===== src/rtl_consts.svh =====
// offsets, field positions, reset values and timing counts for the recorder trigger unit
// assumes inclusion by the package, the design file and the test bench
`ifndef RTL_CONSTS_SVH
`define RTL_CONSTS_SVH
`define RTL_OFF_CTRL      12'h000
`define RTL_OFF_THRESH    12'h004
`define RTL_OFF_COUNT     12'h008
`define RTL_OFF_DECIM     12'h00C
`define RTL_OFF_CMD       12'h010
`define RTL_OFF_STATUS    12'h014
`define RTL_OFF_SOURCE    12'h018
`define RTL_OFF_TRIGIDX   12'h01C
`define RTL_TYPE_IMMED    2'h0
`define RTL_TYPE_NEXTCMD  2'h1
`define RTL_TYPE_SIGNAL   2'h2
`define RTL_TYPE_BOOL     2'h3
`define RTL_CTRL_TYPE_LSB 0
`define RTL_CTRL_POL_BIT  2
`define RTL_CTRL_PCT_LSB  8
`define RTL_CMD_ARM_BIT   0
`define RTL_CMD_HOST_BIT  1
`define RTL_CMD_ABORT_BIT 2
`define RTL_PCT_MAX       7'h64
`define RTL_RST_COUNT     16'h03E8
`define RTL_RST_DECIM     16'h0001
`define RTL_SAMPLE_HZ     16000
`define RTL_CLK_HZ        125000000
`define RTL_TICK_CYCLES   (`RTL_CLK_HZ / `RTL_SAMPLE_HZ)
`endif


===== src/rtl_pkg.sv =====
// types shared by the recorder trigger unit
// assumes rtl_consts.svh sits in the same folder
`include "rtl_consts.svh"
package rtl_pkg;
  typedef enum logic [2:0] {
    RTL_IDLE,
    RTL_PRE,
    RTL_WAIT,
    RTL_POST,
    RTL_DONE
  } rtl_state_t;
endpackage


===== src/rtl_trigger.sv =====
// recorder trigger unit: arming, trigger evaluation, pre/post sample counting, APB registers
// assumes an APB master on pclk and a signed source sample valid at every sample tick
// Function
// type 0 starts recording at once when the arm command arrives
// type 1 triggers on the next host command after arming
// type 2 triggers when the source crosses threshold with chosen slope
// type 3 triggers on a chosen one-bit source level
// pretrigger percent of samples precede trigger, the rest at or after
// pretrigger percentage is ignored for the immediate type
// threshold used only in signal mode; boolean takes polarity from slope
// positive slope: previous sample below threshold, current at or above
// negative slope: previous sample above threshold, current at or below
// decimation above one with pretrigger: evaluate once every N samples
// zero pretrigger: evaluate trigger on every base sample
// boolean: positive slope fires on 1, negative slope fires on 0
// boolean trigger is level sensitive, fires at once if already matching
// after trigger capture the post share, then stop and report complete
//
// The placing of the registers and the APB register port were chosen for this implementation.
`timescale 1ns/1ps
`include "rtl_consts.svh"
module rtl_trigger
  import rtl_pkg::*;
#(
  parameter int SW          = 16,
  parameter int CW          = 16,
  parameter int TICK_CYCLES = `RTL_TICK_CYCLES
) (
  input  wire logic          pclk,
  input  wire logic          presetn,
  input  wire logic          psel,
  input  wire logic          penable,
  input  wire logic          pwrite,
  input  wire logic [11:0]   paddr,
  input  wire logic [31:0]   pwdata,
  output logic               pready,
  output logic               pslverr,
  output logic [31:0]        prdata,
  input  wire logic [SW-1:0] source_sample,
  input  wire logic          source_bit,
  output logic               sample_tick,
  output logic               capture_strobe,
  output logic               triggered,
  output logic               recording_done
);
  if (SW < 2 || SW > 32 || CW < 8 || CW > 24 || TICK_CYCLES < 1) begin : g_param_check
    $error("rtl_trigger: unsupported parameter values");
  end

  // --- registers
  logic [1:0]        trigger_type_select_r;
  logic              trigger_polarity_r;
  logic [6:0]        pretrigger_percent_r;
  logic [SW-1:0]     trigger_threshold_r;
  logic [CW-1:0]     sample_count_r;
  logic [15:0]       sample_decimation_r;
  rtl_state_t        state_r;
  logic [CW-1:0]     pre_cnt_r;
  logic [CW-1:0]     post_cnt_r;
  logic [CW-1:0]     pre_target_r;
  logic [CW-1:0]     post_target_r;
  logic [15:0]       gap_cnt_r;
  logic [SW-1:0]     prev_sample_r;
  logic              prev_valid_r;
  logic [CW-1:0]     trig_index_r;
  logic [31:0]       tick_cnt_r;
  logic              host_cmd_seen_r;
  logic              done_r;

  // --- APB
  logic wr_en;
  logic rd_en;
  logic arm_cmd;
  logic host_cmd;
  logic abort_cmd;
  assign wr_en     = psel && penable && pwrite;
  // read data is loaded in the setup cycle so it already stands at the completing edge
  assign rd_en     = psel && !penable && !pwrite;
  assign pready    = 1'b1;
  assign arm_cmd   = wr_en && (paddr == `RTL_OFF_CMD) && pwdata[`RTL_CMD_ARM_BIT];
  // any write from the host that is not the arm itself counts as "next command"
  assign host_cmd  = wr_en && !arm_cmd;
  assign abort_cmd = wr_en && (paddr == `RTL_OFF_CMD) && pwdata[`RTL_CMD_ABORT_BIT];

  function automatic logic addr_mapped(input logic [11:0] a);
    return a == `RTL_OFF_CTRL || a == `RTL_OFF_THRESH || a == `RTL_OFF_COUNT ||
           a == `RTL_OFF_DECIM || a == `RTL_OFF_CMD || a == `RTL_OFF_STATUS ||
           a == `RTL_OFF_SOURCE || a == `RTL_OFF_TRIGIDX;
  endfunction

  assign pslverr = psel && penable && !addr_mapped(paddr);

  always_ff @(posedge pclk or negedge presetn) begin
    if (!presetn) begin
      trigger_type_select_r <= `RTL_TYPE_IMMED;
      trigger_polarity_r    <= 1'b0;
      pretrigger_percent_r  <= 7'h00;
      trigger_threshold_r   <= '0;
      sample_count_r        <= CW'(`RTL_RST_COUNT);
      sample_decimation_r   <= `RTL_RST_DECIM;
    end else if (wr_en && state_r != RTL_PRE && state_r != RTL_WAIT && state_r != RTL_POST) begin
      // settings frozen while a recording is in progress
      if (paddr == `RTL_OFF_CTRL) begin
        trigger_type_select_r <= pwdata[`RTL_CTRL_TYPE_LSB +: 2];
        trigger_polarity_r    <= pwdata[`RTL_CTRL_POL_BIT];
        pretrigger_percent_r  <= (pwdata[`RTL_CTRL_PCT_LSB +: 7] > `RTL_PCT_MAX) ?
                                 `RTL_PCT_MAX : pwdata[`RTL_CTRL_PCT_LSB +: 7];
      end else if (paddr == `RTL_OFF_THRESH) begin
        trigger_threshold_r <= pwdata[SW-1:0];
      end else if (paddr == `RTL_OFF_COUNT) begin
        sample_count_r <= (pwdata[CW-1:0] == '0) ? CW'(1) : pwdata[CW-1:0];
      end else if (paddr == `RTL_OFF_DECIM) begin
        sample_decimation_r <= (pwdata[15:0] == 16'h0000) ? 16'h0001 : pwdata[15:0];
      end
    end
  end

  always_ff @(posedge pclk or negedge presetn) begin
    if (!presetn) begin
      prdata <= 32'h00000000;
    end else if (rd_en) begin
      if (paddr == `RTL_OFF_CTRL) begin
        prdata <= {17'h00000, pretrigger_percent_r, 5'h00, trigger_polarity_r, trigger_type_select_r};
      end else if (paddr == `RTL_OFF_THRESH) begin
        prdata <= 32'(trigger_threshold_r);
      end else if (paddr == `RTL_OFF_COUNT) begin
        prdata <= 32'(sample_count_r);
      end else if (paddr == `RTL_OFF_DECIM) begin
        prdata <= {16'h0000, sample_decimation_r};
      end else if (paddr == `RTL_OFF_STATUS) begin
        prdata <= {27'h0000000, done_r, state_r == RTL_POST, state_r == RTL_WAIT,
                   state_r == RTL_PRE, state_r == RTL_IDLE};
      end else if (paddr == `RTL_OFF_SOURCE) begin
        prdata <= 32'(source_sample);
      end else if (paddr == `RTL_OFF_TRIGIDX) begin
        prdata <= 32'(trig_index_r);
      end else begin
        prdata <= 32'h00000000;
      end
    end
  end

  // --- base sample tick
  always_ff @(posedge pclk or negedge presetn) begin
    if (!presetn) begin
      tick_cnt_r <= 32'h00000000;
    end else if (tick_cnt_r >= 32'(TICK_CYCLES - 1)) begin
      tick_cnt_r <= 32'h00000000;
    end else begin
      tick_cnt_r <= tick_cnt_r + 32'h00000001;
    end
  end
  assign sample_tick = (tick_cnt_r == 32'h00000000);

  // --- decimation: capture and evaluation slots
  logic gap_slot;
  assign gap_slot = sample_tick && (gap_cnt_r == 16'h0000);
  always_ff @(posedge pclk or negedge presetn) begin
    if (!presetn) begin
      gap_cnt_r <= 16'h0000;
    end else if (arm_cmd && state_r != RTL_PRE && state_r != RTL_WAIT && state_r != RTL_POST) begin
      gap_cnt_r <= 16'h0000;
    end else if (sample_tick) begin
      gap_cnt_r <= (gap_cnt_r + 16'h0001 >= sample_decimation_r) ? 16'h0000 : gap_cnt_r + 16'h0001;
    end
  end

  logic eval_slot;
  // zero pretrigger evaluates each base sample; otherwise only recorded samples
  assign eval_slot = (pretrigger_percent_r == 7'h00) ? sample_tick : gap_slot;

  // --- previous evaluated sample for crossing detection
  always_ff @(posedge pclk or negedge presetn) begin
    if (!presetn) begin
      prev_sample_r <= '0;
      prev_valid_r  <= 1'b0;
    end else if (state_r == RTL_IDLE || state_r == RTL_DONE) begin
      prev_valid_r <= 1'b0;
    end else if (eval_slot) begin
      prev_sample_r <= source_sample;
      prev_valid_r  <= 1'b1;
    end
  end

  function automatic logic crossing(input logic [SW-1:0] prv, input logic [SW-1:0] cur,
                                    input logic [SW-1:0] thr, input logic pos);
    if (pos)
      return ($signed(prv) < $signed(thr)) && ($signed(cur) >= $signed(thr));
    else
      return ($signed(prv) > $signed(thr)) && ($signed(cur) <= $signed(thr));
  endfunction

  // --- host command detection while in pre or wait
  always_ff @(posedge pclk or negedge presetn) begin
    if (!presetn) begin
      host_cmd_seen_r <= 1'b0;
    end else if (state_r != RTL_WAIT && state_r != RTL_PRE) begin
      host_cmd_seen_r <= 1'b0;
    end else if (host_cmd) begin
      host_cmd_seen_r <= 1'b1;
    end
  end

  logic trig_cond;
  always_comb begin
    trig_cond = 1'b0;
    case (trigger_type_select_r)
      `RTL_TYPE_IMMED:   trig_cond = 1'b1;
      `RTL_TYPE_NEXTCMD: trig_cond = host_cmd_seen_r || host_cmd;
      `RTL_TYPE_SIGNAL:  trig_cond = eval_slot && prev_valid_r &&
                                     crossing(prev_sample_r, source_sample, trigger_threshold_r,
                                              trigger_polarity_r);
      // level compare, no edge needed: matches on arrival fire at once
      default:           trig_cond = eval_slot && (source_bit == trigger_polarity_r);
    endcase
  end

  // --- pre/post targets
  logic [CW+7:0] pre_prod;
  logic [CW-1:0] pre_calc;
  assign pre_prod = (CW+8)'(sample_count_r) * (CW+8)'(pretrigger_percent_r);
  assign pre_calc = (trigger_type_select_r == `RTL_TYPE_IMMED) ? '0 :
                    CW'(pre_prod / (CW+8)'(`RTL_PCT_MAX));

  logic recording;
  assign recording = (state_r == RTL_PRE || state_r == RTL_WAIT || state_r == RTL_POST);
  assign capture_strobe = recording && gap_slot;

  logic fire;
  assign fire = (state_r == RTL_WAIT) && trig_cond;

  always_ff @(posedge pclk or negedge presetn) begin
    if (!presetn) begin
      state_r       <= RTL_IDLE;
      pre_cnt_r     <= '0;
      post_cnt_r    <= '0;
      pre_target_r  <= '0;
      post_target_r <= '0;
      trig_index_r  <= '0;
    end else if (abort_cmd) begin
      state_r <= RTL_IDLE;
    end else begin
      case (state_r)
        RTL_IDLE, RTL_DONE: begin
          if (arm_cmd) begin
            pre_cnt_r     <= '0;
            post_cnt_r    <= '0;
            pre_target_r  <= pre_calc;
            post_target_r <= sample_count_r - pre_calc;
            state_r       <= (pre_calc == '0) ? RTL_WAIT : RTL_PRE;
          end
        end
        RTL_PRE: begin
          if (capture_strobe) begin
            pre_cnt_r <= pre_cnt_r + CW'(1);
            if (pre_cnt_r + CW'(1) >= pre_target_r)
              state_r <= RTL_WAIT;
          end
        end
        RTL_WAIT: begin
          if (fire) begin
            trig_index_r <= pre_cnt_r;
            state_r      <= RTL_POST;
          end else if (capture_strobe && pre_cnt_r < pre_target_r) begin
            pre_cnt_r <= pre_cnt_r + CW'(1);
          end
        end
        RTL_POST: begin
          if (capture_strobe) begin
            post_cnt_r <= post_cnt_r + CW'(1);
            if (post_cnt_r + CW'(1) >= post_target_r)
              state_r <= RTL_DONE;
          end
        end
        default: state_r <= RTL_IDLE;
      endcase
    end
  end

  always_ff @(posedge pclk or negedge presetn) begin
    if (!presetn) begin
      done_r <= 1'b0;
    end else if (state_r == RTL_POST && capture_strobe && post_cnt_r + CW'(1) >= post_target_r) begin
      done_r <= 1'b1;
    end else if (arm_cmd || abort_cmd) begin
      done_r <= 1'b0;
    end
  end

  assign triggered      = (state_r == RTL_POST) || (state_r == RTL_DONE);
  assign recording_done = done_r;

  // --- assertions
  immed_no_pre_a: assert property (@(posedge pclk) disable iff (!presetn)
    (state_r == RTL_IDLE && arm_cmd && !abort_cmd && trigger_type_select_r == `RTL_TYPE_IMMED)
      |=> state_r == RTL_WAIT ##1 state_r == RTL_POST)
    else $error("immediate trigger did not fire right after arming");
  immed_fire_a: assert property (@(posedge pclk) disable iff (!presetn)
    (state_r == RTL_WAIT && trigger_type_select_r == `RTL_TYPE_IMMED && !abort_cmd) |=> triggered)
    else $error("immediate type waited");
  nextcmd_fire_a: assert property (@(posedge pclk) disable iff (!presetn)
    (state_r == RTL_WAIT && trigger_type_select_r == `RTL_TYPE_NEXTCMD && host_cmd && !abort_cmd)
      |=> state_r == RTL_POST)
    else $error("host command did not trigger");
  pos_cross_a: assert property (@(posedge pclk) disable iff (!presetn)
    (fire && trigger_type_select_r == `RTL_TYPE_SIGNAL && trigger_polarity_r)
      |-> $signed(prev_sample_r) < $signed(trigger_threshold_r) &&
          $signed(source_sample) >= $signed(trigger_threshold_r))
    else $error("positive slope fired without crossing");
  neg_cross_a: assert property (@(posedge pclk) disable iff (!presetn)
    (fire && trigger_type_select_r == `RTL_TYPE_SIGNAL && !trigger_polarity_r)
      |-> $signed(prev_sample_r) > $signed(trigger_threshold_r) &&
          $signed(source_sample) <= $signed(trigger_threshold_r))
    else $error("negative slope fired without crossing");
  bool_level_a: assert property (@(posedge pclk) disable iff (!presetn)
    (state_r == RTL_WAIT && trigger_type_select_r == `RTL_TYPE_BOOL && eval_slot &&
     source_bit == trigger_polarity_r && !abort_cmd) |=> state_r == RTL_POST)
    else $error("boolean level did not fire");
  gap_eval_a: assert property (@(posedge pclk) disable iff (!presetn)
    (fire && trigger_type_select_r == `RTL_TYPE_SIGNAL && pretrigger_percent_r != 7'h00) |-> gap_slot)
    else $error("evaluation outside decimation slot");
  pre_count_a: assert property (@(posedge pclk) disable iff (!presetn)
    (state_r == RTL_POST && $past(state_r) == RTL_WAIT) |-> trig_index_r <= pre_target_r)
    else $error("pretrigger count exceeded target");
  done_total_a: assert property (@(posedge pclk) disable iff (!presetn)
    $rose(done_r) |-> post_cnt_r == post_target_r && state_r == RTL_DONE)
    else $error("done without full post share");
endmodule


===== config.mk =====
export PLATFORM = sky130hd
export DESIGN_NAME = rtl_trigger
export DESIGN_NICKNAME = d
export VERILOG_FILES = /design/src/rtl_pkg.sv /design/src/rtl_trigger.sv
export VERILOG_INCLUDE_DIRS = /design/src
export SDC_FILE = /design/constraint.sdc
export NUM_CORES = 1
export LEC_CHECK = 0
export ABC_CLOCK_PERIOD_IN_PS = 17300
export BUFFER_PORTS_ARGS = -buffer_cell sky130_fd_sc_hd__buf_2
export CORE_MARGIN = 2
export CORE_UTILIZATION = 36
export DETAILED_ROUTE_END_ITERATION = 10
export GPL_TIMING_DRIVEN = 0
export PLACE_DENSITY_LB_ADDON = 0.08
export SLEW_MARGIN = 20
export SYNTH_ARGS = -nofsm -noshare
export SYNTH_HDL_FRONTEND = slang
export SYNTH_SLANG_ARGS = --single-unit

===== constraint.sdc =====
create_clock -name pclk -period 17.3 [get_ports pclk]
set_input_delay 1.73 -clock pclk [delete_from_list [all_inputs] [get_ports pclk]]
set_output_delay 1.73 -clock pclk [all_outputs]
set_load 0.1 [all_outputs]

Word-level counts from Yosys, hierarchy flattened

Index checks and enable logic that the tools add are counted.

Register bits: 240
Input bits: 66
Output and inout bits: 38
Logic and storage cells: 178

$add $sub $neg: 5
Multiply operators: 1
Divide/modulo/power cells: 1
Order comparisons: 10
Eq/ne operators: 28
Mux-type cells: 40
Bitwise logic cells: 5
Reduce and logical (&&, ||, !) cells: 69

Operator list:

| operator                                                                | number |
|---|---|
| 16-bit 2-to-1 mux                                                       | 17 |
| 16-bit >= comparator                                                    | 4 |
| 16-bit by 1-bit adder with 16-bit output, second input constant         | 3 |
| 12-bit by 5-bit equality test with 1-bit output, second input constant  | 4 |
| 16-bit logical NOT                                                      | 3 |
| 16-bit case mux with 3 select lines                                     | 1 |
| 32-bit by 1-bit adder with 32-bit output, second input constant         | 1 |
| 32-bit by 13-bit >= comparator with 1-bit output, second input constant | 1 |
| 32-bit logical NOT                                                      | 1 |
| 16-bit < comparator                                                     | 2 |
| 32-bit 2-to-1 mux                                                       | 1 |
| 16-bit case mux with 2 select lines                                     | 1 |
| 1-bit logical AND                                                       | 27 |
| 23-bit by 7-bit divider with 24-bit output, second input constant       | 1 |
| 12-bit by 4-bit equality test with 1-bit output, second input constant  | 2 |
| 16-bit by 7-bit multiplier with 23-bit output                           | 1 |
| 3-bit 2-to-1 mux                                                        | 7 |
| 16-bit greater-than comparator                                          | 1 |
| 16-bit <= comparator                                                    | 1 |
| 16-bit subtractor                                                       | 1 |
| 1-bit logical OR                                                        | 13 |
| 12-bit by 3-bit equality test with 1-bit output, second input constant  | 1 |
| 12-bit logical NOT                                                      | 1 |
| 3-bit by 2-bit inequality test with 1-bit output, second input constant | 4 |
| 29 further kinds                                                        | 60 |

Depth between registers and ports, before layout

Word-level depth: 12
Gate-level depth with buffers: 82

Worst setup path after synthesis

No wires, ideal clock.

Kind: flip-flop to flip-flop
From: register pretrigger_percent_r[6]
To: register post_target_r[15]
Data arrival time: 16.394 ns
Path slack: 0.771 ns
Cell stages (with the launch flop): 78
Clock period less this slack: 16.529 ns
Cell sequence: dfrtp_1 -> clkbuf_1 -> clkbuf_1 -> nand2_1 -> fa_1 -> fa_1 -> inv_1 -> fa_1 -> inv_1 -> fa_1 -> inv_1 -> ha_1 -> buf_2 -> a21o_1 -> a21oi_1 -> a21o_1 -> a21oi_2 -> or3_1 -> (+42 left out) -> ha_1 -> nor2b_1 -> o21ai_0 -> nand2b_1 -> a21o_1 -> a21o_1 -> a21o_1 -> a21o_1 -> a21o_1 -> a21o_1 -> a21o_1 -> a21o_1 -> a21o_1 -> a21o_1 -> a21o_1 -> a21oi_1 -> xnor2_1 -> o21ai_0

Longest elaborated chain between the ends: 4

Ends and longest elaborated chain:

| item                                          | RTL line           | source |
|---|---|---|
| start: declaration                            | rtl_trigger.sv:53  | `logic [6:0] pretrigger_percent_r;` |
| start signal: assignment                      | rtl_trigger.sv:106 | `` pretrigger_percent_r <= (pwdata[`RTL_CTRL_PCT_LSB +: 7] > `RTL_PCT_MAX) ? `` |
| 16-bit by 7-bit multiplier with 23-bit output | rtl_trigger.sv:221 | `assign pre_prod = (CW+8)'(sample_count_r) * (CW+8)'(pretrigger_percent_r);` |
| 23-bit by 7-bit divider with 24-bit output    | rtl_trigger.sv:223 | `` CW'(pre_prod / (CW+8)'(`RTL_PCT_MAX)); `` |
| 16-bit 2-to-1 mux                             | rtl_trigger.sv:222 | `` assign pre_calc = (trigger_type_select_r == `RTL_TYPE_IMMED) ? '0 : `` |
| net pre_calc[1]                               | rtl_trigger.sv:220 | `logic [CW-1:0] pre_calc;` |
| 16-bit subtractor                             | rtl_trigger.sv:249 | `post_target_r <= sample_count_r - pre_calc;` |
| end signal: assignment                        | rtl_trigger.sv:249 |  |
| end: declaration                              | rtl_trigger.sv:61  | `logic [CW-1:0] post_target_r;` |

The timed path passes the listed nets, and every way through them passes these cells.
A chain may end at the register's enable or synchronous reset.

Worst setup path in the final report

From: register pretrigger_percent_r[3]
To: register post_target_r[14]

The elaborated chain is that of the path after synthesis.

==> impl_metrics.py <==
metrics = {
    "routing": {
        "drtIter0Drc": 1301,
        "final_antenna_net_count": 0,
        "drc_errors": 0,
        "dr.pass1.iters": 6,
        "vias_per_cell": 5.43,
        "wire_per_inst_um": 19.2,
        "num_vias": 18812,
        "totalWireLength_um": 66400,
    },
    "synth": {
        "seq_area_frac_synth": 0.272,
        "avgSynthCellArea_um2": 8.62,
        "yosys-top-cells-count": "252 x nand2_1, 217 x dfrtp_1, 178 x o21ai_0, 159 x inv_1, 158 x ha_1",
        "synth_most_common_cell": "nand2_1",
        "synth_top_cell_by_area": "dfrtp_1",
        "synth_edf_count": 0,
        "ys.warnings.count": 0,
        "synth_ff_type": "dfrtp_1",
        "yosysUniqueCellTypes": 107,
        "synth-seq-cells": 224,
        "synth_area_um2": 20600,
        "synth-async-reset-ratio": 1.00,
        "synthCells": 2395,
        "synth_top_area_frac": 0.263,
        "synthTopCellsByArea": "dfrtp_1 26%, ha_1 9.6%, fa_1 6.8%",
    },
    "placement": {
        "dp.cells": 3257,
        "io_buffers": 69,
        "dp_hpwl_um": 49300,
        "gp_congestion": 0.891,
    },
    "floorplan": {
        "io_pins": 104,
        "die_height_um": 244,
        "dieWidth_um": 244,
        "die_area_um2": 59300,
        "core_area_um2": 56600,
        "floorplan.initialDensity": 0.365,
        "num_rows": 87,
    },
    "sta": {
        "setup_viol": 0,
        "fin_crit_sh": 0.975,
        "worst_slew_pin_slew_ns": 1.06,
        "slew_viol_final": 0,
        "rsz0062_at_grt": "yes",
        "skew_ns": 0.0353,
        "holdWs_ns": 0.477,
        "fin_crit_ns": 16.86,
        "setup_tns_ns": 0,
        "fmax_mhz": 59.3,
        "slew-limit-headroom": 0.288,
        "hold_viol": 0,
    },
    "global_route": {
        "grtUsageTotal": 0.216,
        "grt_start_max_net_pins": 81,
        "grt_overflow": 0,
        "antenna_found_initial": 0,
        "grt_pass1_vias": 18311,
        "grt_pass1_wl_um": 103000,
    },
    "critical_path": {
        "slowest_delay_ns": 0.56,
        "critPathRequiredTime_ns": 17.72,
        "endpoint_kind": "register",
        "crit_buf_inv": 13,
        "critPathTopFamily": "compound AO/OA/AOI/OAI gates",
        "crit_top_cell": "a21o_1",
        "critical_path_arrival_ns": 17.28,
        "crit_type": "reg2reg",
        "cp_slowest_cell": "fa_1",
        "critPathLaunchType": "register",
        "critPathMaxFanout": 8,
    },
    "layout": {
        "finish.utilization": 0.463,
        "num-fill-cells": 5608,
        "final_cells": 3463,
        "drive_above_1_share": 0.260,
        "n_antenna_cell": 0,
        "area_delta_synth_final_pct": 26.8,
        "finalNetCount": 2981,
    },
    "clock_network": {
        "cts-root-buf": "clkbuf_16",
        "ctsHtreeMaxLevel": 1,
        "clock_path_buffers": 3,
        "tritoncts": "done",
        "clock_latency_ns": 0.58,
        "cts_buffers": 26,
        "cts.clk_slew.worst_paths_ns": 0.07,
        "cts_sinks": 224,
    },
    "pwr": {
        "ir_drop_uv": 65.6,
        "powerDensity_nw_per_um2": 56.0,
        "leakage_nw": 11.6,
        "finalPower_mw": 1.47,
    },
    "flow_run": {
        "maxCapViolations": 0,
    },
    "worst_hold_path": {
        "worstHoldPathType": "reg2reg",
    },
    "run_status": {
        "status": "completed",
    },
}
==> routing by layer <==
metal / vias up / share of wire / GRT usage
li1: 9066 / - / -
met5: - / 0 / 0
met3: 75 / 0.041 / 0.0262
met2: 391 / 0.46 / 0.344
met1: 9280 / 0.48 / 0.315
met4: 0 / 0.018 / 0.0441
==> stage by stage <==
step	worst slack, ns	area [µm²]
detailed placement	-2.64	22100
global placement	-2.72	22100
global route	-0.175	26200
CTS	0.000810	24600
finish	0.438	26200
floorplan	0.771	20800
==> power breakdown <==
group          total (mW)  switching [mW]  internal, mW
clock               0.600           0.244         0.356
sequential          0.559          0.0161         0.543
combinational       0.308           0.219        0.0890
==> registers in the layout, summed over array words and instances, names as in the netlist, 2 cells and up <==
register / count
state_r: 3
pre_target_r: 16
trigger_type_select_r: 2
trigger_threshold_r: 16
sample_count_r: 16
sample_decimation_r: 16
prdata: 16
pre_cnt_r: 16
post_cnt_r: 16
prev_sample_r: 16
post_target_r: 16
trig_index_r: 16
tick_cnt_r: 32
gap_cnt_r: 16
pretrigger_percent_r: 7
==> final timing paths <==
check,startpoint,slack (ns),end,depth (start not counted)
setup reg to reg,pretrigger_percent_r[3]$_DFFE_PN0P_,0.44,post_target_r[14]$_DFFE_PN0P_,76
setup / recovery,pretrigger_percent_r[3]$_DFFE_PN0P_,0.44,post_target_r[14]$_DFFE_PN0P_,76
max in group asynchronous,presetn,14.96,sample_count_r[9]$_DFFE_PN1P_,3
hold / removal,post_target_r[7]$_DFFE_PN0P_,0.48,post_target_r[7]$_DFFE_PN0P_,2
hold reg to reg,post_target_r[7]$_DFFE_PN0P_,0.48,post_target_r[7]$_DFFE_PN0P_,2
min in group asynchronous,presetn,1.11,post_cnt_r[6]$_DFFE_PN0P_,1
==> worst reg2reg max path: cells and delay by family, from the launching register on <==
kind	cells	cell delay, ns
AOI/OAI and AO/OA	30	6.79
xor gates and xnor gates	4	0.71
adders and majority gates	7	2.67
buffers and inverters	13	1.71
DFF	1	0.48
muxes	2	0.62
and+or+nand+nor	20	3.69
==> cell usage in the layout (no fill, tap or decap), types with 12 or more instances in the layout <==
cell type	instances
nand4_1	26
fa_1	67
o31ai_1	12
nand2b_1	64
nand2_1	245
a21oi_4	13
buf_6	28
and2_4	14
o21a_1	21
nor4_1	20
dfrtp_2	13
a21oi_2	13
xnor2_1	54
ha_1	148
xor2_1	47
o21ai_1	14
o211ai_1	14
o21ai_0	165
clkbuf_1	60
buf_2	71
clkbuf_16	27
and2_1	69
and3_1	33
buf_4	182
a222oi_1	18
a21oi_1	78
nor2_1	118
nand3_1	84
dfrtp_1	204
inv_1	148
a21o_1	44
nor3_1	31
conb_1	36
nor2b_1	36
o21ai_2	14
mux2_2	71
==> layout make-up <==
| cell class | count | area, µm² | area share |
|---|---|---|---|
| well taps | 756 | 946 | 0.0361 |
| flip-flops and latches | 224 | 5640 | 0.215 |
| clock inverters | 14 | 208 | 0.00793 |
| plain buffers | 110 | 697 | 0.0266 |
| multi-input cells | 1921 | 15600 | 0.595 |
| repair buffers | 245 | 1790 | 0.0682 |
| inverters | 159 | 597 | 0.0228 |
| clock buffers | 34 | 721 | 0.0275 |
==> what timing repair did <==
item | 4_1_cts | 5_1_grt
resized for setup | 209 | 207
setup endpoints to repair | 16 | 9
pin swaps | 59 | 146
setup buffers | 86 | 85
gates cloned | 0 | 2
hold buffers | 0 | 0
==> logic make-up after synthesis <==
family,share of synthesized area
adders and majority gates,0.165
buffers and inverters,0.0582
and+or+nand+nor,0.208
other,0.000364
muxes,0.0468
AOI/OAI and AO/OA,0.198
DFF,0.272
xor gates and xnor gates,0.0517
No activity file was read; power rests on OpenSTA's default activity.
